[config.mk]
export PLATFORM = sky130hd
export DESIGN_NAME = deha_axis
export DESIGN_NICKNAME = d
export VERILOG_FILES = /design/src/rtl/deha_pkg.sv /design/src/rtl/deha_enc_counter.sv /design/src/rtl/deha_smoother.sv /design/src/rtl/deha_axis.sv
export VERILOG_INCLUDE_DIRS = /design/src /design/src/rtl
export SDC_FILE = /design/constraint.sdc
export NUM_CORES = 2
export LEC_CHECK = 0
export ABC_CLOCK_PERIOD_IN_PS = 24600
export BUFFER_PORTS_ARGS = -buffer_cell sky130_fd_sc_hd__buf_2
export CAP_MARGIN = 20
export CORE_MARGIN = 5
export CORE_UTILIZATION = 60
export DETAILED_ROUTE_END_ITERATION = 16
export GPL_TIMING_DRIVEN = 0
export PLACE_DENSITY = 0.77
export SETUP_SLACK_MARGIN = 0.4
export SYNTH_ARGS = -nofsm -noshare
export SYNTH_HDL_FRONTEND = slang
export SYNTH_SLANG_ARGS = --single-unit
[constraint.sdc]
create_clock -name pclk -period 24.6 [get_ports pclk]
set_input_delay 3.69 -clock pclk [delete_from_list [all_inputs] [get_ports pclk]]
set_output_delay 3.69 -clock pclk [all_outputs]
set_load 0.01 [all_outputs]
[src/rtl/deha_params.svh]
// offsets, field positions and reset values of the axis block
`ifndef DEHA_PARAMS_SVH
`define DEHA_PARAMS_SVH
`define DEHA_OFF_CTRL     8'h00
`define DEHA_OFF_ENC_CFG  8'h04
`define DEHA_OFF_AUX_POS  8'h08
`define DEHA_OFF_MAIN_POS 8'h0C
`define DEHA_OFF_GAIN     8'h10
`define DEHA_OFF_SMOOTH   8'h14
`define DEHA_OFF_SPEED    8'h18
`define DEHA_OFF_RATE     8'h1C
`define DEHA_OFF_MOVE     8'h20
`define DEHA_OFF_TARGET   8'h24
`define DEHA_OFF_STATUS   8'h28
`define DEHA_CTRL_STEPPER 0
`define DEHA_CTRL_CIRC    1
`define DEHA_CTRL_DUAL    2
`define DEHA_CTRL_HPOL    3
`define DEHA_MOVE_BEGIN   3
`define DEHA_MOVE_STOP    4
`define DEHA_GAIN_ONE     9'h100
`define DEHA_KS_MIN       9'h001
`define DEHA_RST_SPEED    16'h0100
`define DEHA_RST_RATE     16'h0010
`endif

[src/rtl/deha_pkg.sv]
// types shared by the axis block
package deha_pkg;
    typedef enum logic [3:0] {
        ST_IDLE, ST_MOVE, ST_SEEK, ST_HALT, ST_HM_STOP1,
        ST_HM_BACK, ST_HM_INDEX, ST_HM_STOP3, ST_HM_RET
    } deha_state_t;

    typedef enum logic [2:0] {
        MD_JOG, MD_REL, MD_ABS, MD_VEC, MD_LIN, MD_FE, MD_HM
    } deha_mode_t;

    typedef struct packed {
        logic        stepper;
        logic        circ;
        logic        dual;
        logic        hpol;
        logic [3:0]  enc_cfg;
        logic [7:0]  kp;
        logic [7:0]  ki;
        logic [7:0]  kd;
        logic [8:0]  it;
        logic [8:0]  ks;
        logic [15:0] slew;
        logic [15:0] hspd;
        logic [15:0] acc;
        logic [15:0] dec;
        logic [31:0] target;
        logic [2:0]  mode;
    } deha_regs_t;

    typedef struct packed {
        logic               a_prev;
        logic               b_prev;
        logic signed [31:0] count;
    } deha_enc_t;

    typedef struct packed {
        logic signed [15:0] v;
    } deha_sm_t;

    typedef struct packed {
        deha_regs_t         regs;
        logic [5:0]         s1;
        logic [5:0]         s2;
        logic [5:0]         s3;
        logic [5:0]         filt;
        deha_state_t        state;
        logic signed [15:0] vel_raw;
        logic signed [47:0] pcmd;
        logic signed [31:0] goal;
        logic               fwd;
        logic               home_prev;
        logic               idx_prev;
        logic signed [31:0] idx_pos;
        logic signed [23:0] integ;
        logic signed [31:0] fb_prev;
        logic               step_out;
        logic               dir_out;
        logic signed [15:0] motor_cmd;
        logic               busy;
        logic               pready;
        logic               pslverr;
        logic [31:0]        prdata;
    } deha_axis_t;
endpackage

[src/rtl/deha_enc_counter.sv]
// encoder decoder and position counter, quadrature or pulse and direction
`timescale 1ns/1ps
`include "deha_params.svh"
module deha_enc_counter import deha_pkg::*; (
    input  wire logic               pclk,
    input  wire logic               presetn,
    input  wire logic               enc_a,
    input  wire logic               enc_b,
    input  wire logic [1:0]         code,
    input  wire logic               enable,
    input  wire logic               load,
    input  wire logic signed [31:0] load_val,
    output logic signed [31:0]      count
);
    deha_enc_t r;
    deha_enc_t n;
    logic      moved;
    logic      up;

    always_comb begin
        n = r;
        n.a_prev = enc_a;
        n.b_prev = enc_b;
        if (code[0]) begin
            moved = enc_a & ~r.a_prev;
            up    = enc_b;
        end else begin
            moved = enc_a ^ r.a_prev ^ enc_b ^ r.b_prev;
            up    = enc_a ^ r.b_prev;
        end
        // reversed codes count the other way
        up = up ^ code[1];
        if (load) begin
            n.count = load_val;
        end else if (enable && moved) begin
            n.count = up ? r.count + 32'sd1 : r.count - 32'sd1;
        end
    end

    always_ff @(posedge pclk or negedge presetn) begin
        if (!presetn) begin
            r <= '0;
        end else begin
            r <= n;
        end
    end

    assign count = r.count;
endmodule // deha_enc_counter

[src/rtl/deha_smoother.sv]
// first order velocity smoother, gain 256 passes the input unfiltered
`timescale 1ns/1ps
module deha_smoother import deha_pkg::*; (
    input  wire logic               pclk,
    input  wire logic               presetn,
    input  wire logic signed [15:0] vel_in,
    input  wire logic [8:0]         gain,
    output logic signed [15:0]      vel_out
);
    deha_sm_t           r;
    deha_sm_t           n;
    logic signed [16:0] diff;
    logic signed [26:0] prod;
    logic signed [16:0] adj;
    logic signed [16:0] sum;

    always_comb begin
        n    = r;
        diff = 17'(vel_in) - 17'(r.v);
        prod = 27'(diff) * 27'($signed({1'b0, gain}));
        adj  = 17'(prod >>> 8);
        // nudge by one so a small gain still settles on the input
        if (adj == 17'sd0 && diff != 17'sd0 && gain != 9'h000) begin
            adj = diff[16] ? -17'sd1 : 17'sd1;
        end
        sum = 17'(r.v) + adj;
        n.v = sum[15:0];
    end

    always_ff @(posedge pclk or negedge presetn) begin
        if (!presetn) begin
            r <= '0;
        end else begin
            r <= n;
        end
    end

    assign vel_out = r.v;
endmodule // deha_smoother

[src/rtl/deha_axis.sv]
// one motion axis: encoders, dual loop filter, smoothing and homing
//
// Register access over APB and the placing of the registers are this design's own decisions.
`timescale 1ns/1ps
`include "deha_params.svh"
module deha_axis import deha_pkg::*; (
    input  wire logic        pclk,
    input  wire logic        presetn,
    input  wire logic        psel,
    input  wire logic        penable,
    input  wire logic        pwrite,
    input  wire logic [7:0]  paddr,
    input  wire logic [31:0] pwdata,
    output logic [31:0]      prdata,
    output logic             pready,
    output logic             pslverr,
    input  wire logic        main_a_pin,
    input  wire logic        main_b_pin,
    input  wire logic        index_pin,
    input  wire logic        aux_a_pin,
    input  wire logic        aux_b_pin,
    input  wire logic        home_pin,
    output logic             step_out,
    output logic             dir_out,
    output logic [15:0]      motor_cmd,
    output logic             motion_busy
);
    // =========================================================
    // helpers
    function automatic logic [8:0] clamp9(logic [8:0] v, logic [8:0] lo, logic [8:0] hi);
        if (v < lo) return lo;
        if (v > hi) return hi;
        return v;
    endfunction
    function automatic logic signed [15:0] sat16(logic signed [39:0] v);
        if (v > 40'sd32767) return 16'sh7FFF;
        if (v < -40'sd32768) return 16'sh8000;
        return v[15:0];
    endfunction
    // heavier filtering per doubling of the factor
    function automatic logic [8:0] ks_gain(logic [8:0] f);
        logic [8:0] g;
        g = `DEHA_GAIN_ONE;
        for (int i = 1; i < 9; i++) begin
            if (f >= (9'h001 << i)) g = `DEHA_GAIN_ONE >> i;
        end
        return g;
    endfunction
    function automatic logic signed [15:0] ramp(logic signed [15:0] cur, logic signed [15:0] tgt,
                                                logic [15:0] acc, logic [15:0] dec);
        logic signed [16:0] nx;
        logic [15:0]        st;
        nx = 17'(cur);
        if (cur < tgt) begin
            st = (cur >= 16'sd0) ? acc : dec;
            nx = 17'(cur) + 17'($signed({1'b0, st}));
            if (nx > 17'(tgt)) nx = 17'(tgt);
        end else if (cur > tgt) begin
            st = (cur <= 16'sd0) ? acc : dec;
            nx = 17'(cur) - 17'($signed({1'b0, st}));
            if (nx < 17'(tgt)) nx = 17'(tgt);
        end
        return nx[15:0];
    endfunction
    // =========================================================
    // state and submodules
    deha_axis_t         r;
    deha_axis_t         n;
    logic signed [31:0] main_cnt;
    logic signed [31:0] aux_cnt;
    logic signed [15:0] vel_s;
    logic               aux_on;
    logic               dual_on;
    logic               aux_load;
    logic               main_load;
    logic signed [31:0] main_load_val;
    logic [8:0]         sm_gain;
    assign aux_on  = ~r.regs.stepper & ~r.regs.circ;
    assign dual_on = r.regs.dual & aux_on;
    // stepper factor only steers stepper axes
    assign sm_gain = r.regs.stepper ? ks_gain(r.regs.ks) : r.regs.it;
    deha_enc_counter u_main (
        .pclk     (pclk),
        .presetn  (presetn),
        .enc_a    (r.filt[0]),
        .enc_b    (r.filt[1]),
        .code     (r.regs.enc_cfg[1:0]),
        .enable   (1'b1),
        .load     (main_load),
        .load_val (main_load_val),
        .count    (main_cnt)
    );
    deha_enc_counter u_aux (
        .pclk     (pclk),
        .presetn  (presetn),
        .enc_a    (r.filt[3]),
        .enc_b    (r.filt[4]),
        .code     (r.regs.enc_cfg[3:2]),
        .enable   (aux_on),
        .load     (aux_load),
        .load_val (pwdata),
        .count    (aux_cnt)
    );
    deha_smoother u_sm (
        .pclk    (pclk),
        .presetn (presetn),
        .vel_in  (r.vel_raw),
        .gain    (sm_gain),
        .vel_out (vel_s)
    );
    // =========================================================
    // next state
    logic               acc_ph;
    logic               wr;
    logic               go;
    logic               halt;
    logic               home_lvl;
    logic               toggled;
    logic               stopped;
    logic               reached;
    logic signed [31:0] pint;
    logic signed [15:0] vt;
    logic signed [15:0] slew;
    logic signed [15:0] hv;
    logic signed [31:0] err32;
    logic signed [15:0] err;
    logic signed [31:0] fb;
    logic signed [15:0] dfb;
    logic signed [39:0] ctl;
    logic signed [23:0] isum;
    always_comb begin
        n             = r;
        aux_load      = 1'b0;
        main_load     = 1'b0;
        main_load_val = main_cnt - r.idx_pos;
        go            = 1'b0;
        halt          = 1'b0;
        vt            = 16'sd0;
        reached       = 1'b0;
        pint          = r.pcmd[47:16];
        slew          = $signed(r.regs.slew);
        hv            = $signed(r.regs.hspd);
        // 3-stage sync, change accepted when stages two and three agree
        n.s1   = {home_pin, aux_b_pin, aux_a_pin, index_pin,
                  main_b_pin, main_a_pin};
        n.s2   = r.s1;
        n.s3   = r.s2;
        n.filt = ((r.s2 ~^ r.s3) & r.s3) | ((r.s2 ^ r.s3) & r.filt);
        home_lvl    = r.filt[5] ^ r.regs.hpol;
        toggled     = home_lvl ^ r.home_prev;
        n.home_prev = home_lvl;
        n.idx_prev  = r.filt[2];
        stopped     = (r.vel_raw == 16'sd0) && (vel_s == 16'sd0);
        // =====================================================
        // apb slave, one wait state
        acc_ph   = psel & penable;
        n.pready = acc_ph & ~r.pready;
        wr       = acc_ph & r.pready & pwrite;
        n.pslverr = 1'b0;
        if (acc_ph && !r.pready) begin
            unique case (paddr)
                `DEHA_OFF_CTRL:     n.prdata = {28'h0, r.regs.hpol, r.regs.dual,
                                                r.regs.circ, r.regs.stepper};
                `DEHA_OFF_ENC_CFG:  n.prdata = {28'h0, r.regs.enc_cfg};
                `DEHA_OFF_AUX_POS:  n.prdata = aux_cnt;
                `DEHA_OFF_MAIN_POS: n.prdata = main_cnt;
                `DEHA_OFF_GAIN:     n.prdata = {8'h0, r.regs.kd, r.regs.ki,
                                                r.regs.kp};
                `DEHA_OFF_SMOOTH:   n.prdata = {7'h0, r.regs.ks, 7'h0, r.regs.it};
                `DEHA_OFF_SPEED:    n.prdata = {r.regs.hspd, r.regs.slew};
                `DEHA_OFF_RATE:     n.prdata = {r.regs.dec, r.regs.acc};
                `DEHA_OFF_MOVE:     n.prdata = {29'h0, r.regs.mode};
                `DEHA_OFF_TARGET:   n.prdata = r.regs.target;
                `DEHA_OFF_STATUS:   n.prdata = {26'h0, home_lvl, r.busy, r.state};
                default: begin
                    n.prdata  = 32'h0;
                    n.pslverr = 1'b1;
                end
            endcase
        end
        if (wr) begin
            unique case (paddr)
                `DEHA_OFF_CTRL: begin
                    n.regs.stepper = pwdata[`DEHA_CTRL_STEPPER];
                    n.regs.circ    = pwdata[`DEHA_CTRL_CIRC];
                    n.regs.dual    = pwdata[`DEHA_CTRL_DUAL];
                    n.regs.hpol    = pwdata[`DEHA_CTRL_HPOL];
                end
                `DEHA_OFF_ENC_CFG: n.regs.enc_cfg = pwdata[3:0];
                `DEHA_OFF_AUX_POS: aux_load = 1'b1;
                `DEHA_OFF_GAIN: begin
                    n.regs.kp = pwdata[7:0];
                    n.regs.ki = pwdata[15:8];
                    n.regs.kd = pwdata[23:16];
                end
                `DEHA_OFF_SMOOTH: begin
                    n.regs.it = clamp9(pwdata[8:0], 9'h000, `DEHA_GAIN_ONE);
                    n.regs.ks = clamp9(pwdata[24:16], `DEHA_KS_MIN,
                                       `DEHA_GAIN_ONE);
                end
                `DEHA_OFF_SPEED: begin
                    n.regs.slew = pwdata[15:0];
                    n.regs.hspd = pwdata[31:16];
                end
                `DEHA_OFF_RATE: begin
                    n.regs.acc = pwdata[15:0];
                    n.regs.dec = pwdata[31:16];
                end
                `DEHA_OFF_TARGET: n.regs.target = pwdata;
                `DEHA_OFF_MOVE: begin
                    n.regs.mode = pwdata[2:0];
                    go          = pwdata[`DEHA_MOVE_BEGIN];
                    halt        = pwdata[`DEHA_MOVE_STOP];
                end
                default: ;
            endcase
        end
        // =====================================================
        // motion sequencer
        unique case (r.state)
            ST_IDLE: begin
                if (go) begin
                    unique case (deha_mode_t'(n.regs.mode))
                        MD_JOG: n.state = ST_MOVE;
                        MD_FE, MD_HM: begin
                            n.fwd   = ~home_lvl;
                            n.state = ST_SEEK;
                        end
                        MD_ABS: begin
                            n.goal  = n.regs.target;
                            n.fwd   = pint < n.regs.target;
                            n.state = ST_MOVE;
                        end
                        MD_REL, MD_VEC, MD_LIN: begin
                            n.goal  = pint + n.regs.target;
                            n.fwd   = n.regs.target[31] == 1'b0;
                            n.state = ST_MOVE;
                        end
                        default: ;
                    endcase
                end
            end
            ST_MOVE: begin
                if (deha_mode_t'(r.regs.mode) == MD_JOG) begin
                    vt = r.regs.target[31] ? -slew : slew;
                end else begin
                    vt      = r.fwd ? slew : -slew;
                    reached = r.fwd ? (pint >= r.goal) : (pint <= r.goal);
                end
                if (reached) begin
                    n.vel_raw = 16'sd0;
                    n.state   = ST_HALT;
                end
            end
            ST_SEEK: begin
                vt = r.fwd ? slew : -slew;
                if (toggled) begin
                    n.state = (deha_mode_t'(r.regs.mode) == MD_HM) ?
                              ST_HM_STOP1 : ST_HALT;
                end
            end
            ST_HM_STOP1: begin
                if (stopped) n.state = ST_HM_BACK;
            end
            ST_HM_BACK: begin
                vt = r.fwd ? -hv : hv;
                if (toggled) n.state = ST_HM_INDEX;
            end
            ST_HM_INDEX: begin
                // third stage always searches forward
                vt = hv;
                if (r.filt[2] && !r.idx_prev) begin
                    n.idx_pos = main_cnt;
                    n.state   = ST_HM_STOP3;
                end
            end
            ST_HM_STOP3: begin
                if (stopped) begin
                    n.fwd   = main_cnt < r.idx_pos;
                    n.state = ST_HM_RET;
                end
            end
            ST_HM_RET: begin
                vt = r.fwd ? hv : -hv;
                if (r.fwd ? (main_cnt >= r.idx_pos) : (main_cnt <= r.idx_pos)) begin
                    main_load       = 1'b1;
                    n.pcmd[47:16]   = pint - r.idx_pos;
                    n.vel_raw       = 16'sd0;
                    n.state         = ST_HALT;
                end
            end
            ST_HALT: begin
                if (stopped) n.state = ST_IDLE;
            end
        endcase
        if (halt) n.state = ST_HALT;
        if (!reached && !main_load) begin
            n.vel_raw = ramp(r.vel_raw, vt, r.regs.acc, r.regs.dec);
        end
        n.busy = n.state != ST_IDLE;
        // =====================================================
        // profile integration; smoothed velocity drives all moves
        n.pcmd     = n.pcmd + {{32{vel_s[15]}}, vel_s};
        n.step_out = r.regs.stepper && (n.pcmd[16] != r.pcmd[16]);
        n.dir_out  = ~vel_s[15];
        // =====================================================
        // servo filter
        err32 = pint - main_cnt;
        err   = sat16(40'(err32));
        isum  = r.integ + 24'(err);
        if (r.integ[23] == err[15] && isum[23] != r.integ[23]) begin
            isum = r.integ[23] ? 24'sh800000 : 24'sh7FFFFF;
        end
        n.integ = isum;
        // damping from motor side encoder when dual loop is on
        fb        = dual_on ? aux_cnt : main_cnt;
        n.fb_prev = fb;
        dfb       = sat16(40'(fb - r.fb_prev));
        ctl = 40'(err) * 40'($signed({1'b0, r.regs.kp}))
            + ((40'(r.integ) * 40'($signed({1'b0, r.regs.ki}))) >>> 8)
            - 40'(dfb) * 40'($signed({1'b0, r.regs.kd}));
        n.motor_cmd = r.regs.stepper ? 16'sd0 : sat16(ctl);
    end
    // =========================================================
    // registers
    always_ff @(posedge pclk or negedge presetn) begin
        if (!presetn) begin
            r           <= '0;
            r.regs.it   <= `DEHA_GAIN_ONE;
            r.regs.ks   <= `DEHA_KS_MIN;
            r.regs.slew <= `DEHA_RST_SPEED;
            r.regs.hspd <= `DEHA_RST_SPEED;
            r.regs.acc  <= `DEHA_RST_RATE;
            r.regs.dec  <= `DEHA_RST_RATE;
            r.state     <= ST_IDLE;
        end else begin
            r <= n;
        end
    end
    assign prdata      = r.prdata;
    assign pready      = r.pready;
    assign pslverr     = r.pslverr;
    assign step_out    = r.step_out;
    assign dir_out     = r.dir_out;
    assign motor_cmd   = r.motor_cmd;
    assign motion_busy = r.busy;
endmodule // deha_axis

## Word level (Yosys, flattened, before mapping)

Index checks and enable logic that the tools add are counted.

| word-level totals | value |
|---|---|
| register bits | 501 |
| output and inout bits | 53 |
| input port bits | 51 |
| word-level logic and storage cells | 326 |

| operators by class | value |
|---|---|
| reductions and logical operators | 42 |
| add/subtract/negate cells | 19 |
| bitwise gates (word level) | 33 |
| magnitude comparators | 30 |
| multiplexer cells | 120 |
| eq/ne operators | 34 |
| multiply operators | 4 |

Operator list:

| cell | number |
|---|---|
| $mux 16 | 27 |
| $pmux 32 s11 | 1 |
| $mux 32 | 9 |
| $mux 9 | 17 |
| $sub 32x32->32 | 3 |
| $pmux 16 s5 | 1 |
| $add 32x2->32 const B | 2 |
| $ge 32x32->1 | 2 |
| $le 32x32->1 | 2 |
| $lt 32x32->1 | 2 |
| $pmux 32 s2 | 1 |
| $sub 32x2->32 const B | 2 |
| $mux 52 | 1 |
| $mul 16x9->25 | 2 |
| $add 48x48->48 | 1 |
| $mux 24 | 2 |
| $mux 1 | 43 |
| $pmux 4 s9 | 1 |
| $mux 35 | 1 |
| $gt 33x16->1 const B | 1 |
| $lt 33x16->1 const B | 1 |
| $mul 24x9->33 | 1 |
| $mux 33 | 1 |
| $sub 32x32->33 | 1 |
| other kinds (81) | 157 |

## Depth between registers and ports, before layout

| logic depth | value |
|---|---|
| word-level depth | 18 |
| mapped depth | 47 |
| gate-level depth less buffers | 44 |

## Hierarchy

Synthesis repeated with hierarchy kept, for this count alone.

| second synthesis, totals | value |
|---|---|
| cells, all modules | 7796 |
| area, all modules | 66816.6 um^2 |

By module, submodules not included:

| module | seq. area each (um^2) | instances | cells each | area each (um^2) |
|---|---|---|---|---|
| deha_axis | 10442.5 | 1 | 6032 | 52462.8 |
| deha_smoother | 400.4 | 1 | 852 | 7394.6 |
| deha_enc_counter | 850.8 | 2 | 456 | 3479.6 |

## Worst setup path after synthesis

OpenSTA, ideal clock, no wires.

| timing | value |
|---|---|
| path type | flip-flop to flip-flop |
| start | register r[416] (netlist bit) |
| end | register r (netlist bit motor_cmd[0]) |
| cell stages (with the launch flop) | 44 |
| setup time | 0.065 ns |
| period minus slack after synthesis | 12.084 ns |
| data arrival time | 12.019 ns |
| data required time | 24.535 ns |
| path buffers | 6 |
| slack | 12.516 ns |
| path through | dfrtp_1 > clkbuf_1 > buf_1 > nor3b_1 > clkbuf_1 > nand2_1 > o21ai_0 > ha_1 > nor2b_1 > o31a_1 > o21a_1 > o311a_1 > o21ai_1 > nand2b_1 > a21oi_1 > mux2_2 > or4_1 > clkbuf_1 > [... 8 more ...] > fa_1 > inv_1 > fa_1 > inv_1 > ha_1 > clkbuf_1 > a211oi_1 > o21bai_1 > a2111oi_0 > o21ai_0 > and3_1 > o32ai_1 > xnor2_1 > nand3_1 > or4_1 > a21oi_1 > clkbuf_1 > o21a_1 |

RTL lines:

| item | RTL line | text |
|---|---|---|
| start, declared | deha_axis.sv:67 | `deha_axis_t r;` |
| start signal, assigned | deha_axis.sv:337 | `r <= n;` |

==> impl_metrics.tcl <==
set metrics [dict create \
    postRouteWirelength_mm 234 \
    drt_pre_antenna_iters 10 \
    hold_path_depth 0 \
    synth_cell_types 102 \
    grt.total_usage 0.394 \
    cts_resized 0 \
    netlist_area_sq_um 65900 \
    fp.dieH_um 341 \
    die_w_um 341 \
    critPathBufInv 9 \
    drt_drc_violations_left 0 \
    viasPerCell 6.55 \
    worstSetupPathType "register to register" \
    ys_seq_area_frac 0.190 \
    core_sq_um 109000 \
    finalCritPeriodShare 0.644 \
    synth_largest_area_cell "dfrtp_1" \
    final_nets 9045 \
    initial_core_util 0.605 \
    end_kind "register" \
    worstMarginPinSlew_ps 1400 \
    slew_violations 0 \
    clk_pin_slew_ps 70 \
    hold_viol 0 \
    hold_end "n[255]$_DFF_PN0_" \
    arrival_ps 16430 \
    fmax_mhz 63.1 \
    cp_top_family "compound AO/OA/AOI/OAI gates" \
    p_leak_nw 34.1 \
    ys_async_sr_fraction 1.00 \
    synth_edf_count 0 \
    postCtsSetupRepairBufs 0 \
    setup_viol 0 \
    comb_power_share 0.736 \
    io_pins 104 \
    grt_pass1_vias 58800 \
    synthesis.nets 8855 \
    cp_common_cell "fa_1" \
    cts_root_buf "clkbuf_16" \
    rr_endpoint "motor_cmd[0]$_DFF_PN0_" \
    cap_violations 0 \
    switching_share 0.559 \
    io_buffers 101 \
    clock-skew-final_ps 57.5 \
    antenna_found_initial 9 \
    min_from "n[261]$_DFF_PN0_" \
    htreeDepth 2 \
    crit_slowest_cell "nor3b_2" \
    synth_ff_type "dfrtp_1" \
    outcome "complete, no violations" \
    p_switching_mw 5.39 \
    final_cells 9210 \
    syn_inst 7545 \
    p_seq_frac 0.157 \
    rrSetupSlack_ps 8750 \
    post-place-cells 9073 \
    synth_seq_cells 501 \
    final_layout_size_suffix_gt1_frac 0.0696 \
    cp_max_fo 10 \
    hold_path.class "register to register" \
    max_slew_margin 0.0687 \
    r2r_start "r[416]$_DFFE_PN0P_" \
    tns_ps 0 \
    cts_buffers 61 \
    dr.first_iter.drc_count 7320 \
    critPathMaxStageDelay_ps 930 \
    ctsHoldBuffers 0 \
    fin_crit_ps 15850 \
    rows 121 \
    start_kind "register" \
    place.gp.congestion 1.08 \
    reg2reg_depth 43 \
    grt_max_degree 117 \
    dp_hpwl_mm 190 \
    cts.sinks 501 \
    ys_warn_count 0 \
    vdd_ir_drop_max_v 0.000107 \
    dieArea_sq_um 117000 \
    power_density_nw_per_um2 136 \
    post_synth.cell_area_avg_sq_um 8.74 \
    cts_tree "done" \
    grt_pass1_wl_mm 353 \
    whs_ps 350 \
    grt.overflow.total 0 \
    netlist_top_cells_area "dfrtp_1 (19%), fa_1 (17%), ha_1 (13%)" \
    areaGrowthSynthToFinish_pct 7.44 \
    vias 60300 \
    internal_power_mw 4.26 \
    clk_latency_ps 730 \
    ant_nets 0 \
    routedWlPerCell_um 25.5 \
    clockPowerShare 0.107 \
    critPathRequiredTime_ps 25180 \
    rsz0062_at_grt "false" \
    synth_top_cell_area_share 0.188 \
    total_power_mw 9.66 \
    clk_path_buf_depth 3 \
]
-- layer usage --
layer | global-route usage | part of all wire | vias up
met5 | 0 | 0.000098 | -
met4 | 0.228 | 0.076 | 4
met3 | 0.103 | 0.11 | 811
met2 | 0.587 | 0.42 | 3470
met1 | 0.520 | 0.39 | 29300
li1 | - | - | 26700
-- sequential cells by signal, indices dropped and copies added (netlist names) --
name	count
r	287
pint	32
prdata	32
u_aux.count	32
u_main.count	32
hv	16
motor_cmd	16
slew	16
u_sm.vel_out	16
n	13
u_aux.r	2
u_main.r	2
dir_out	1
motion_busy	1
pready	1
pslverr	1
step_out	1
-- power groups by stage --
stage	clock network [mW]	logic, mW	registers (mW)
finish	1.03	7.11	1.51
floorplan	0	5.01	1.24
global route	1.07	7.70	1.50
global placement	0	6.61	1.50
CTS	1.03	6.85	1.48
detailed placement	0	6.80	1.49
-- cell type report --
type,count,area [sq um]
Clock inverter,31,492
Buffer,313,1400
Fill cell,9207,38200
Sequential cell,501,12500
Inverter,969,3640
Antenna cell,9,22.5
Multi-Input combinational cell,5762,48400
Clock buffer,84,1750
Timing Repair Buffer,127,853
Tap cell,1414,1770
-- cells in the mapped netlist, drive strengths merged (42+ instances only) --
master / count
buf: 84
a21oi: 424
clkbuf: 229
o21ai: 428
ha: 692
a21o: 203
o221ai: 54
nand2: 572
o22ai: 56
a31oi: 85
a22oi: 50
or3: 46
nand2b: 101
xor2: 149
and2: 162
o21a: 81
nor2b: 70
nand3: 106
nand4: 61
nor3: 127
fa: 567
nor2: 464
inv: 968
mux2i: 67
a211oi: 119
a221oi: 45
o31ai: 44
o211ai: 42
xnor2: 217
o21bai: 60
and3: 60
dfrtp: 495
mux2: 129
-- worst max path at each step --
stage / from / to / slack, ps / depth (start not counted)
after floorplan: r[416]$_DFFE_PN0P_ / motor_cmd[0]$_DFF_PN0_ / 12520 / 43
after global placement: r[416]$_DFFE_PN0P_ / motor_cmd[2]$_DFF_PN0_ / 8130 / 42
after detailed placement: r[416]$_DFFE_PN0P_ / motor_cmd[0]$_DFF_PN0_ / 9150 / 42
after CTS: r[416]$_DFFE_PN0P_ / motor_cmd[0]$_DFF_PN0_ / 9060 / 43
after global routing: r[416]$_DFFE_PN0P_ / motor_cmd[0]$_DFF_PN0_ / 8260 / 43
final: r[416]$_DFFE_PN0P_ / motor_cmd[0]$_DFF_PN0_ / 8750 / 43
-- kinds of logic (layout without fill, tap and decap cells) --
family | after synthesis | in the layout | share of synthesized area
XOR/XNOR | 366 | 366 | 0.0486
AND/OR/NAND/NOR | 1921 | 1921 | 0.142
buffers and inverters | 1282 | 1524 | 0.0764
multiplexers | 196 | 196 | 0.0322
flip-flops | 501 | 501 | 0.190
AO/OA/AOI/OAI | 2019 | 2019 | 0.206
adder cells (fa/ha/maj) | 1260 | 1260 | 0.304
other | 0 | 9 | 0
-- per-stage QoR --
step | instance area [sq um] | worst slack, ps | util
finish | 70800 | 8750 | 0.650
global route | 70800 | 8260 | 0.650
CTS | 70700 | 9060 | 0.648
detailed placement | 68400 | 9150 | 0.628
global placement | 68200 | 8130 | 0.626
floorplan | 65900 | 12520 | -
-- cells in the final DEF, fill, tap and decap left out, types with 34 or more instances in the layout --
cell type | synthesis | layout
a22oi_1 | 50 | 50
a211oi_1 | 115 | 115
nor2_1 | 463 | 463
o22ai_1 | 56 | 56
buf_2 | 13 | 114
o211ai_1 | 41 | 41
o21bai_1 | 60 | 60
xor2_1 | 149 | 149
nor2b_1 | 70 | 70
and3_1 | 60 | 60
nand2_1 | 572 | 572
nor3_1 | 127 | 127
fa_1 | 567 | 567
inv_1 | 966 | 966
buf_4 | 48 | 61
nand3_1 | 106 | 106
a31oi_1 | 85 | 85
o221ai_1 | 54 | 54
a21oi_1 | 423 | 423
nand4_1 | 61 | 61
mux2i_1 | 67 | 67
and2_1 | 160 | 160
dfrtp_1 | 495 | 494
clkbuf_1 | 229 | 239
or3_1 | 45 | 45
clkbuf_16 | 0 | 62
o21a_1 | 81 | 81
nor4_1 | 34 | 34
xnor2_1 | 217 | 217
o21ai_0 | 418 | 418
a221oi_1 | 43 | 43
o31ai_1 | 43 | 43
nand2b_1 | 101 | 101
mux2_2 | 129 | 129
a21o_1 | 203 | 203
ha_1 | 692 | 692
No activity file was read; power rests on OpenSTA's default activity.
